**src/rtl/wic_pkg.sv**
```systemverilog
// Purpose: Shared constants and types of the watchdog and idle wake control
// Assumes: Single system clock at 125 MHz, byte-wide register port
// Notes:   Offsets are register indexes on the plain register port

package wic_pkg;

  // ==========================================================================
  // Timing
  localparam int unsigned CLK_PERIOD_NS   = 8;
  localparam int unsigned LOW_SPEED_RC_OSC_PERIOD_NS  = 31250;
  localparam int unsigned LOW_SPEED_RC_OSC_DIV_CYCLES = LOW_SPEED_RC_OSC_PERIOD_NS / CLK_PERIOD_NS;
  localparam int unsigned LOW_SPEED_RC_OSC_DIV_W      = 12;
  localparam int unsigned KEY_DELAY_DEF   = 16;
  localparam int unsigned KEY_DELAY_W     = 16;

  // ==========================================================================
  // Register map
  localparam int unsigned REG_ADDR_W      = 3;
  localparam int unsigned REG_DATA_W      = 8;
  localparam logic [2:0]  OFS_WDT_CTRL    = 3'h0;
  localparam logic [2:0]  OFS_RST_FLAGS   = 3'h1;
  localparam logic [2:0]  OFS_CLK_CTRL    = 3'h2;
  localparam logic [2:0]  OFS_STATUS      = 3'h3;
  localparam logic [2:0]  OFS_WAKE_EN     = 3'h4;

  // ==========================================================================
  // Field positions and values
  localparam int unsigned BIT_LVR_FLAG    = 2;
  localparam int unsigned BIT_KEY_FLAG    = 0;
  localparam int unsigned BIT_HIGH_KEEP   = 1;
  localparam int unsigned BIT_LOW_KEEP    = 0;
  localparam int unsigned BIT_TIMEOUT     = 1;
  localparam int unsigned BIT_POWER_DOWN  = 0;
  localparam logic [4:0]  KEY_DISABLE     = 5'h15;
  localparam logic [4:0]  KEY_ENABLE      = 5'h0A;
  localparam logic [7:0]  WDT_CTRL_RESET  = 8'h53;
  localparam logic [15:0] WDT_MAX_LIMIT   = 16'h7FFF;
  localparam logic [2:0]  WDT_PERIOD_TOP  = 3'h7;
  localparam int unsigned WDT_CNT_W       = 16;
  localparam int unsigned PORTA_W         = 8;
  localparam int unsigned IRQ_W           = 8;

  // ==========================================================================
  // Types
  typedef struct packed {
    logic [4:0] wdt_key_field;
    logic [2:0] wdt_period_select;
  } wic_wdt_ctrl_s;

  typedef struct packed {
    logic wdt_timeout_flag;
    logic power_down_flag;
  } wic_status_s;

  typedef struct packed {
    logic low_volt_reset_flag;
    logic key_reset_flag;
  } wic_rst_flags_s;

  typedef struct packed {
    logic high_osc_halt_keep;
    logic low_osc_halt_keep;
  } wic_clk_ctrl_s;

  typedef enum logic [2:0] {
    WIC_RUN,
    WIC_SLEEP,
    WIC_IDLE_SUB_CLOCK_ONLY,
    WIC_IDLE_BOTH_CLOCKS,
    WIC_IDLE_FAST_CLOCK_ONLY
  } wic_mode_e;

endpackage

```
**src/rtl/wic_watchdog_idle.sv**
```systemverilog
// Purpose: Watchdog timer, halt mode entry and wake-up control
// Assumes: Core pulses halt and clear-watchdog one cycle each; inputs are
//          synchronous to clk_sys
// Notes:   Low-speed RC clock is modelled as an enable from a divider
//
// Functional notes
// - Halt with fast keep 0, sub keep 1: fast clock off, sub on, halted.
// - Halt with both keep bits 1: both clocks stay on, program halted.
// - Halt with fast keep 1, sub keep 0: fast on, sub off, halted.
// - Halt entry keeps state, sets power-down flag, clears time-out flag.
// - Halt clears watchdog counter; counts on only when watchdog enabled.
// - Halted device wakes on enabled pin fall, interrupt, or overflow.
// - Power-down flag cleared only by power-up or clear-watchdog.
// - Time-out while halted sets flag, resets only program counter, stack.
// - Pin wake resumes at the instruction after the halt.
// - Masked or stack-full interrupt wake resumes after halt; else serviced.
// - Interrupt already pending at halt entry cannot wake the device.
// - Watchdog counts low-speed RC ticks, independent of system clock.
// - Period field selects 2 to the power 8 plus field ticks.
// - Key 10101B disables the watchdog, 01010B enables it.
// - Other key values reset the device after a delay, set key flag.
// - After power-on key is 01010B and period field is 011.
// - Key flag set by illegal-key reset; cleared only by power-up or software.
// - Overflow while running gives full device reset and sets time-out.
// - Counter cleared by illegal key, clear-watchdog or halt.

`timescale 1ns/10ps

module wic_watchdog_idle #(
  parameter int unsigned KEY_RESET_DELAY = wic_pkg::KEY_DELAY_DEF,
  parameter int unsigned LOW_SPEED_RC_OSC_DIV        = wic_pkg::LOW_SPEED_RC_OSC_DIV_CYCLES
) (
  input  wire logic                          clk_sys,
  input  wire logic                          reset_n,
  input  wire logic [wic_pkg::REG_ADDR_W-1:0] reg_addr,
  input  wire logic [wic_pkg::REG_DATA_W-1:0] reg_wdata,
  input  wire logic                          reg_wr,
  input  wire logic                          reg_rd,
  output logic      [wic_pkg::REG_DATA_W-1:0] reg_rdata,
  input  wire logic                          halt_exec,
  input  wire logic                          clear_watchdog_instr,
  input  wire logic [wic_pkg::PORTA_W-1:0]   porta_pins,
  input  wire logic [wic_pkg::IRQ_W-1:0]     irq_req,
  input  wire logic [wic_pkg::IRQ_W-1:0]     irq_enable,
  input  wire logic                          stack_full,
  input  wire logic                          low_volt_event,
  output logic                               cpu_halted,
  output logic                               high_clk_on,
  output logic                               sub_clk_on,
  output logic                               resume_next,
  output logic                               irq_service,
  output logic                               pc_sp_reset,
  output logic                               device_reset,
  output wic_pkg::wic_status_s               status_flags
);
  import wic_pkg::*;

  // ==========================================================================
  // State
  wic_mode_e                  mode;
  wic_mode_e                  next_mode;
  wic_wdt_ctrl_s              watchdog_control;
  wic_wdt_ctrl_s              next_watchdog_control;
  wic_rst_flags_s             reset_cause_flags;
  wic_rst_flags_s             next_reset_cause_flags;
  wic_clk_ctrl_s              sys_clock_ctrl;
  wic_clk_ctrl_s              next_sys_clock_ctrl;
  wic_status_s                next_status_flags;
  logic [PORTA_W-1:0]         porta_wake_enable;
  logic [PORTA_W-1:0]         next_porta_wake_enable;
  logic [PORTA_W-1:0]         porta_prev;
  logic [IRQ_W-1:0]           irq_block;
  logic [IRQ_W-1:0]           next_irq_block;
  logic [LOW_SPEED_RC_OSC_DIV_W-1:0]      low_speed_rc_osc_div;
  logic [LOW_SPEED_RC_OSC_DIV_W-1:0]      next_low_speed_rc_osc_div;
  logic [WDT_CNT_W-1:0]       wdt_cnt;
  logic [WDT_CNT_W-1:0]       next_wdt_cnt;
  logic [KEY_DELAY_W-1:0]     key_wait;
  logic [KEY_DELAY_W-1:0]     next_key_wait;
  logic [REG_DATA_W-1:0]      next_reg_rdata;
  logic                       next_cpu_halted;
  logic                       next_high_clk_on;
  logic                       next_sub_clk_on;
  logic                       next_resume_next;
  logic                       next_irq_service;
  logic                       next_pc_sp_reset;
  logic                       next_device_reset;

  logic                       low_speed_rc_osc_tick;
  logic                       wdt_enabled;
  logic                       wdt_overflow;
  logic [WDT_CNT_W-1:0]       wdt_limit;
  logic                       pin_wake;
  logic [IRQ_W-1:0]           irq_fresh;
  logic                       key_illegal;
  logic                       ctrl_wr;
  logic                       key_fire;

  // ==========================================================================
  // Low-speed tick and watchdog counter
  always_comb begin
    // Divider runs free of the system clock selection
    low_speed_rc_osc_tick = (low_speed_rc_osc_div == LOW_SPEED_RC_OSC_DIV_W'(LOW_SPEED_RC_OSC_DIV - 1));
    next_low_speed_rc_osc_div = low_speed_rc_osc_tick ? '0 : low_speed_rc_osc_div + 1'b1;
    // Limit is 2^(8+sel)-1 ticks
    wdt_limit = WDT_MAX_LIMIT >>
                (WDT_PERIOD_TOP - watchdog_control.wdt_period_select);
    // Key decode
    wdt_enabled = (watchdog_control.wdt_key_field == KEY_ENABLE) &&
                  (key_wait == '0);
    wdt_overflow = wdt_enabled && low_speed_rc_osc_tick && (wdt_cnt == wdt_limit);
    ctrl_wr = reg_wr && (reg_addr == OFS_WDT_CTRL);
    key_illegal = ctrl_wr &&
                  (reg_wdata[7:3] != KEY_ENABLE) &&
                  (reg_wdata[7:3] != KEY_DISABLE);
    key_fire = (key_wait == KEY_DELAY_W'(1));
    next_wdt_cnt = wdt_cnt;
    if (key_illegal || clear_watchdog_instr ||
        (halt_exec && mode == WIC_RUN)) begin
      next_wdt_cnt = '0;
    end else if (wdt_overflow) begin
      next_wdt_cnt = '0;
    end else if (wdt_enabled && low_speed_rc_osc_tick) begin
      next_wdt_cnt = wdt_cnt + 1'b1;
    end
    // Illegal key arms the delayed reset
    next_key_wait = key_wait;
    if (key_illegal) begin
      next_key_wait = KEY_DELAY_W'(KEY_RESET_DELAY);
    end else if (key_wait != '0) begin
      next_key_wait = key_wait - 1'b1;
    end
  end

  always_ff @(posedge clk_sys or negedge reset_n) begin
    if (!reset_n) begin
      low_speed_rc_osc_div <= '0;
      wdt_cnt  <= '0;
      key_wait <= '0;
    end else begin
      low_speed_rc_osc_div <= next_low_speed_rc_osc_div;
      wdt_cnt  <= next_wdt_cnt;
      key_wait <= next_key_wait;
    end
  end

  // ==========================================================================
  // Mode, flags, wake and registers
  always_comb begin
    next_mode              = mode;
    next_watchdog_control  = watchdog_control;
    next_reset_cause_flags = reset_cause_flags;
    next_sys_clock_ctrl    = sys_clock_ctrl;
    next_porta_wake_enable = porta_wake_enable;
    next_status_flags      = status_flags;
    next_irq_block         = irq_block;
    next_resume_next       = 1'b0;
    next_irq_service       = 1'b0;
    next_pc_sp_reset       = 1'b0;
    next_device_reset      = 1'b0;
    next_reg_rdata         = '0;
    pin_wake  = |(porta_prev & ~porta_pins & porta_wake_enable);
    irq_fresh = irq_req & ~irq_block;

    // Register writes
    if (reg_wr) begin
      case (reg_addr)
        OFS_WDT_CTRL: next_watchdog_control = wic_wdt_ctrl_s'(reg_wdata);
        OFS_RST_FLAGS: begin
          // Software clears the cause flags
          next_reset_cause_flags.low_volt_reset_flag =
            reg_wdata[BIT_LVR_FLAG];
          next_reset_cause_flags.key_reset_flag = reg_wdata[BIT_KEY_FLAG];
        end
        OFS_CLK_CTRL: begin
          next_sys_clock_ctrl.high_osc_halt_keep = reg_wdata[BIT_HIGH_KEEP];
          next_sys_clock_ctrl.low_osc_halt_keep  = reg_wdata[BIT_LOW_KEEP];
        end
        OFS_WAKE_EN: next_porta_wake_enable = reg_wdata;
        default: begin
        end
      endcase
    end

    // Register reads, one cycle later
    if (reg_rd) begin
      case (reg_addr)
        OFS_WDT_CTRL:  next_reg_rdata = watchdog_control;
        OFS_RST_FLAGS: begin
          next_reg_rdata[BIT_LVR_FLAG] =
            reset_cause_flags.low_volt_reset_flag;
          next_reg_rdata[BIT_KEY_FLAG] = reset_cause_flags.key_reset_flag;
        end
        OFS_CLK_CTRL: begin
          next_reg_rdata[BIT_HIGH_KEEP] = sys_clock_ctrl.high_osc_halt_keep;
          next_reg_rdata[BIT_LOW_KEEP]  = sys_clock_ctrl.low_osc_halt_keep;
        end
        OFS_STATUS: begin
          next_reg_rdata[BIT_TIMEOUT]    = status_flags.wdt_timeout_flag;
          next_reg_rdata[BIT_POWER_DOWN] = status_flags.power_down_flag;
        end
        OFS_WAKE_EN: next_reg_rdata = porta_wake_enable;
        default:     next_reg_rdata = '0;
      endcase
    end

    // Clear-watchdog drops the power-down flag
    if (clear_watchdog_instr) begin
      next_status_flags.power_down_flag = 1'b0;
    end

    case (mode)
      WIC_RUN: begin
        if (wdt_overflow) begin
          // Full reset, control back to its power-on value
          next_device_reset = 1'b1;
          next_status_flags.wdt_timeout_flag = 1'b1;
          next_watchdog_control = wic_wdt_ctrl_s'(WDT_CTRL_RESET);
        end else if (halt_exec) begin
          // Flags on halt entry; pending interrupts blocked, mode chosen from keep bits
          next_status_flags.power_down_flag  = 1'b1;
          next_status_flags.wdt_timeout_flag = 1'b0;
          next_irq_block = irq_req;
          case ({sys_clock_ctrl.high_osc_halt_keep,
                 sys_clock_ctrl.low_osc_halt_keep})
            2'b01:   next_mode = WIC_IDLE_SUB_CLOCK_ONLY;
            2'b11:   next_mode = WIC_IDLE_BOTH_CLOCKS;
            2'b10:   next_mode = WIC_IDLE_FAST_CLOCK_ONLY;
            default: next_mode = WIC_SLEEP;
          endcase
        end
      end
      WIC_SLEEP, WIC_IDLE_SUB_CLOCK_ONLY, WIC_IDLE_BOTH_CLOCKS,
      WIC_IDLE_FAST_CLOCK_ONLY: begin
        // Wake sources, overflow first
        if (wdt_overflow) begin
          next_status_flags.wdt_timeout_flag = 1'b1;
          next_pc_sp_reset = 1'b1;
          next_mode = WIC_RUN;
        end else if (pin_wake) begin
          next_resume_next = 1'b1;
          next_mode = WIC_RUN;
        end else if (|irq_fresh) begin
          // Serviced only when enabled and stack has room
          if ((|(irq_fresh & irq_enable)) && !stack_full) begin
            next_irq_service = 1'b1;
          end else begin
            next_resume_next = 1'b1;
          end
          next_mode = WIC_RUN;
        end
      end
      default: next_mode = WIC_RUN;
    endcase

    // Illegal-key reset fires after its delay
    if (key_fire) begin
      next_device_reset = 1'b1;
      next_watchdog_control = wic_wdt_ctrl_s'(WDT_CTRL_RESET);
    end
    // Hardware set wins over a software clear
    if (key_fire) begin
      next_reset_cause_flags.key_reset_flag = 1'b1;
    end
    if (low_volt_event) begin
      next_reset_cause_flags.low_volt_reset_flag = 1'b1;
    end

    next_cpu_halted  = (next_mode != WIC_RUN);
    next_high_clk_on = (next_mode == WIC_RUN) ||
                       (next_mode == WIC_IDLE_BOTH_CLOCKS) ||
                       (next_mode == WIC_IDLE_FAST_CLOCK_ONLY);
    next_sub_clk_on  = (next_mode == WIC_RUN) ||
                       (next_mode == WIC_IDLE_SUB_CLOCK_ONLY) ||
                       (next_mode == WIC_IDLE_BOTH_CLOCKS);
  end

  always_ff @(posedge clk_sys or negedge reset_n) begin
    if (!reset_n) begin
      mode              <= WIC_RUN;
      watchdog_control  <= wic_wdt_ctrl_s'(WDT_CTRL_RESET);
      reset_cause_flags <= '0;
      sys_clock_ctrl    <= '0;
      porta_wake_enable <= '0;
      status_flags      <= '0;
      porta_prev        <= '1;
      irq_block         <= '0;
      reg_rdata         <= '0;
      cpu_halted        <= 1'b0;
      high_clk_on       <= 1'b1;
      sub_clk_on        <= 1'b1;
      resume_next       <= 1'b0;
      irq_service       <= 1'b0;
      pc_sp_reset       <= 1'b0;
      device_reset      <= 1'b0;
    end else begin
      mode              <= next_mode;
      watchdog_control  <= next_watchdog_control;
      reset_cause_flags <= next_reset_cause_flags;
      sys_clock_ctrl    <= next_sys_clock_ctrl;
      porta_wake_enable <= next_porta_wake_enable;
      status_flags      <= next_status_flags;
      porta_prev        <= porta_pins;
      irq_block         <= next_irq_block;
      reg_rdata         <= next_reg_rdata;
      cpu_halted        <= next_cpu_halted;
      high_clk_on       <= next_high_clk_on;
      sub_clk_on        <= next_sub_clk_on;
      resume_next       <= next_resume_next;
      irq_service       <= next_irq_service;
      pc_sp_reset       <= next_pc_sp_reset;
      device_reset      <= next_device_reset;
    end
  end

endmodule

```
**config.mk**
```make
export PLATFORM = sky130hd
export DESIGN_NAME = wic_watchdog_idle
export DESIGN_NICKNAME = d
export VERILOG_FILES = /design/src/rtl/wic_pkg.sv /design/src/rtl/wic_watchdog_idle.sv
export SDC_FILE = /design/constraint.sdc
export NUM_CORES = 1
export LEC_CHECK = 0
export BUFFER_PORTS_ARGS = -buffer_cell sky130_fd_sc_hd__buf_2
export CORE_ASPECT_RATIO = 2
export CORE_MARGIN = 8
export CORE_UTILIZATION = 30
export DETAILED_ROUTE_END_ITERATION = 8
export PLACE_DENSITY = 0.57
export REMOVE_ABC_BUFFERS = 1
export SETUP_SLACK_MARGIN = 0.2
export SLEW_MARGIN = 20
export SYNTH_ARGS = -nofsm -noshare
export SYNTH_HDL_FRONTEND = slang
export SYNTH_SLANG_ARGS = --single-unit
```
**constraint.sdc**
```tcl
create_clock -name clk_sys -period 4.8 [get_ports clk_sys]
set_input_delay 0.24 -clock clk_sys [delete_from_list [all_inputs] [get_ports clk_sys]]
set_output_delay 0.24 -clock clk_sys [all_outputs]
set_load 0.005 [all_outputs]
```
==> impl_summary.md <==
Logic synthesis
The netlist area before placement is 4970 sq um. The post-synthesis sequential area ratio is 0.507. The post-synthesis xor/xnor area fraction is 0.0476. The number of warning messages in the yosys log is 0. The synthesized-area fraction occupied by and/or/nand/nor cells is 0.232.

The combinational family with the most area after synthesis is simple AND/OR/NAND/NOR gates. The post-synthesis instance total is 464. The flip-flop cell with the highest count after synthesis is dfrtp_1.

The post-synthesis share of cell area spent on full adders, half adders and majority gates is 0.0227. The area fraction in compound gates after synthesis came to 0.0932. Yosys mapped a number of flops with a built-in enable equal to 0.

In this run the mean area of a mapped cell was 10.7 sq um. The share of cell area taken by muxes after synthesis is 0.0806. In this run, synthesis produced a sequential element count of 100.

The netlist uses 67 different library cells. In the synthesized netlist the async set-or-reset flop fraction comes to 1.00.

Layout
The finished layout cell area is 5870 sq um. The number of nets in the layout is 586. The fraction of final layout cells sized beyond drive strength 1 is 0.224. From synthesis to final layout, the design area changed by 18.2%. 0 antenna diodes ended up in the layout.

The final design utilization is 0.361.

STA
The smallest setup slack after layout is 2.08 ns. The number of pins exceeding their max-slew limit in the final report is 0. Setup total negative slack on the finished layout was measured at 0 ns. The total of endpoints with negative setup slack in the final report is 0. The post-route worst hold slack is 0.106 ns. The transition time at the pin with the least slew margin is 1.15 ns. Setup repair after global routing left no endpoint under its margin. The maximum clock rate is 0.368 GHz. The share of the clock period used by the worst path is 0.566. The post-route clock skew is 0.0112 ns. The time the worst path needs with I/O delays and setup is 2.72 ns. The relative max-transition margin is 0.230. The final hold violation count was 0.

Global routing
The first global-routing pass estimated 20,100 microns of wire. The combined global-route utilization of all metal layers is 0.119. The largest net degree at the start of global routing is 53. After global routing the overflow that remains totals 0. For met1 alone, demand over resource in global routing was 0.111. The met2 track demand over resource in global routing is 0.238. The number of antenna violations at the first check in global routing is 0. The via count of the first global-routing pass is 4,117.

In the global route stage, met3 resource usage came out at 0.0208. The most utilized layer in the global route result is met2.

Pwr
The worst ir drop on vdd is 0.178 mV. The analysis attributes to cell leakage a power of 0.00259 uW. Power spread over the standard cell area amounts to 448 nW/um^2.

CTS
The number of levels the H-tree was split into is 3. The source-to-sink clock delay at the later pin of the worst-skew pair is 0.35 ns. The post-cts sizing count is 0. Buffers inserted during clock tree synthesis total 9. TritonCTS built the clock tree. The clock drives 100 sinks.

The number of setup buffers added after CTS is 0. The largest buffer count on any clock path is 2. The library cell used as clock root buffer is clkbuf_16. Clock-pin slew was measured on the worst setup and hold paths at 0.07 ns. The number of hold-repair buffers added at the cts stage is 9.

Worst setup path
Together, buffers and inverters on the worst path number 2. The endpoint kind of the worst setup timing path is a flip-flop. The worst stage delay on the critical path is 0.48 ns.

The kind of cell adding the most delay to the critical path is simple AND/OR/NAND/NOR gates. The worst path arrival time is 2.96 ns. The worst setup path is launched from a flip-flop.

The signal on the critical path passes through inv_1 -> ha_1 -> or4b_4 -> nor3_1 -> nand2_1 -> nor2_1 -> a31oi_1 -> inv_1 -> nor2_1. The critical path class is reg -> reg. The slowest cell on the critical path is or4b_4. The critical path data required time is 5.04 ns. In this run the worst path has a maximum fanout of 6.

Drt
The first routing iteration left 207 violations. After detailed routing, the number of vias per cell comes to 5.07. The count of nets left with antenna violations once routing finished came out at 0. Summed over all layers, the routed wires come to 12,300 microns.

After detailed routing, the number of remaining DRC violations is 0. The detailed router placed 3,766 vias in this run. The pre-antenna-repair detailed-routing pass consisted of 4 iterations. Dividing the detail-routed wire length by the instance count gives 16.5 microns.

Die
The floorplan step defined a die boundary enclosing 21,200 sq um. The number of top-level design ports is 60. The die span in x is 107 microns. After floorplanning, the core was sized to cover 16,300 sq um. The initial utilization of the core area, before any placement, comes to 0.305. After floorplanning, the core was divided into 66 placement rows. The die is 198 microns tall.

Min path
The min-delay analysis places its worst path in the category in -> reg.

Run status
The flow ran to the end, and the final reports show no timing, DRC or antenna violations.

Placed design
The half-perimeter wire length of the detailed placement result is 9440 microns. The port buffer count is 59. The routability-driven placement congestion ratio is 0.833.

Summing all placed instances gives a cell area of 5490 sq um. OpenSTA, run right after detailed placement, puts the worst setup slack at 2.08 ns.

Flow run
The max capacitance violation total is 0.
==> synth_stat cells, types with 3 or more instances <==
| cell | instances | area, sq um |
|---|---|---|
| a41o_1 | 3 | 30.0 |
| nand2b_1 | 6 | 37.5 |
| nor2_1 | 54 | 203 |
| inv_1 | 11 | 41.3 |
| or4_1 | 5 | 37.5 |
| o31ai_1 | 6 | 45.0 |
| xnor2_1 | 14 | 123 |
| mux2i_1 | 19 | 190 |
| nor2b_1 | 13 | 81.3 |
| nor4b_1 | 3 | 26.3 |
| a21o_1 | 3 | 22.5 |
| mux2_2 | 8 | 90.1 |
| and2_1 | 5 | 31.3 |
| a21oi_1 | 9 | 45.0 |
| a31oi_1 | 7 | 43.8 |
| o21ai_0 | 13 | 65.1 |
| mux2_4 | 8 | 120 |
| o211ai_1 | 5 | 37.5 |
| ha_1 | 9 | 113 |
| nand3b_1 | 6 | 45.0 |
| and3_1 | 6 | 37.5 |
| xor2_1 | 13 | 114 |
| clkbuf_1 | 7 | 26.3 |
| nand4_1 | 5 | 31.3 |
| nand2_1 | 36 | 135 |
| a22oi_1 | 4 | 30.0 |
| o22ai_1 | 4 | 25.0 |
| or3_1 | 7 | 43.8 |
| dfstp_2 | 14 | 368 |
| nor4_1 | 5 | 31.3 |
| nor3_1 | 12 | 60.1 |
| dfrtp_1 | 86 | 2150 |
| nand3_1 | 16 | 80.1 |
==> registers in the layout, indices dropped and copies added, names as in the netlist <==
register,cells
key_wait,16
wdt_cnt,16
low_speed_rc_osc_div,12
irq_block,8
porta_prev,8
porta_wake_enable,8
reg_rdata,8
watchdog_control,8
mode,3
reset_cause_flags,2
status_flags,2
sys_clock_ctrl,2
cpu_halted,1
device_reset,1
high_clk_on,1
irq_service,1
pc_sp_reset,1
resume_next,1
sub_clk_on,1
==> final cells by class <==
type,instances,area [sq um]
Multi-Input combinational cell,343,2360
Clock inverter,7,71.3
Sequential cell,100,2520
Tap cell,204,255
Fill cell,1633,10400
Timing Repair Buffer,69,395
Inverter,11,41.3
Clock buffer,9,225
==> placed cells by master (no fill, tap or decap), types with 9 or more instances in the layout <==
cell and instances:
o21ai_0 13, nor2_1 54, nor2b_1 13, dfstp_2 14, clkbuf_16 9, a21oi_1 9
xor2_1 13, nand2_1 36, dlygate4sd3_1 9, mux2i_1 19, buf_2 58, dfrtp_1 86
nor3_1 12, xnor2_1 14, inv_1 11, ha_1 9, nand3_1 16
==> final timing paths <==
path                                              start                      end  slack [ns]  cells past startpoint
worst max-delay path                        key_wait[0]      watchdog_control[3]        2.08                      9
worst min-delay path                     low_volt_event     reset_cause_flags[1]        0.11                      2
worst max register to register              key_wait[0]      watchdog_control[3]        2.08                      9
worst min register to register  low_speed_rc_osc_div[0]  low_speed_rc_osc_div[0]        0.51                      1
max in group asynchronous                       reset_n     porta_wake_enable[4]        3.23                      3
min in group asynchronous                       reset_n             irq_block[0]        0.45                      2
==> metal layers <==
layer / vias up / routed length, microns
li1: 1809 / -
met3: 13 / 347
met4: 0 / 228
met1: 1894 / 4380
met5: - / 0
met2: 50 / 7340
==> worst reg2reg max path, cell delays in order (launching register included) <==
cell and delay [ns]:
dfrtp_1 0.43, inv_1 0.12, ha_1 0.14, or4b_4 0.48, nor3_1 0.32, nand2_1 0.14, nor2_1 0.37, a31oi_1 0.30
inv_1 0.23, nor2_1 0.07
==> logic make-up after synthesis <==
logic type                 after synthesis
muxes                                   35
AOI/OAI and AO/OA                       67
xor gates and xnor gates                27
DFF                                    100
and+or+nand+nor                        205
adders and majority gates                9
buffers and inverters                   21
==> through the flow <==
stage | instances | total power (uW)
after floorplan | 454 | 1690
after global placement | 718 | 1900
after detailed placement | 718 | 1930
after CTS | 743 | 2660
after global routing | 743 | 2800
final | 743 | 2630
==> where the power goes <==
part           internal [uW]  switching [uW]
Clock                    366             348
Sequential              1040             180
Combinational            331             363
Total                   1740             890
Power figures use the tool's default switching activity.
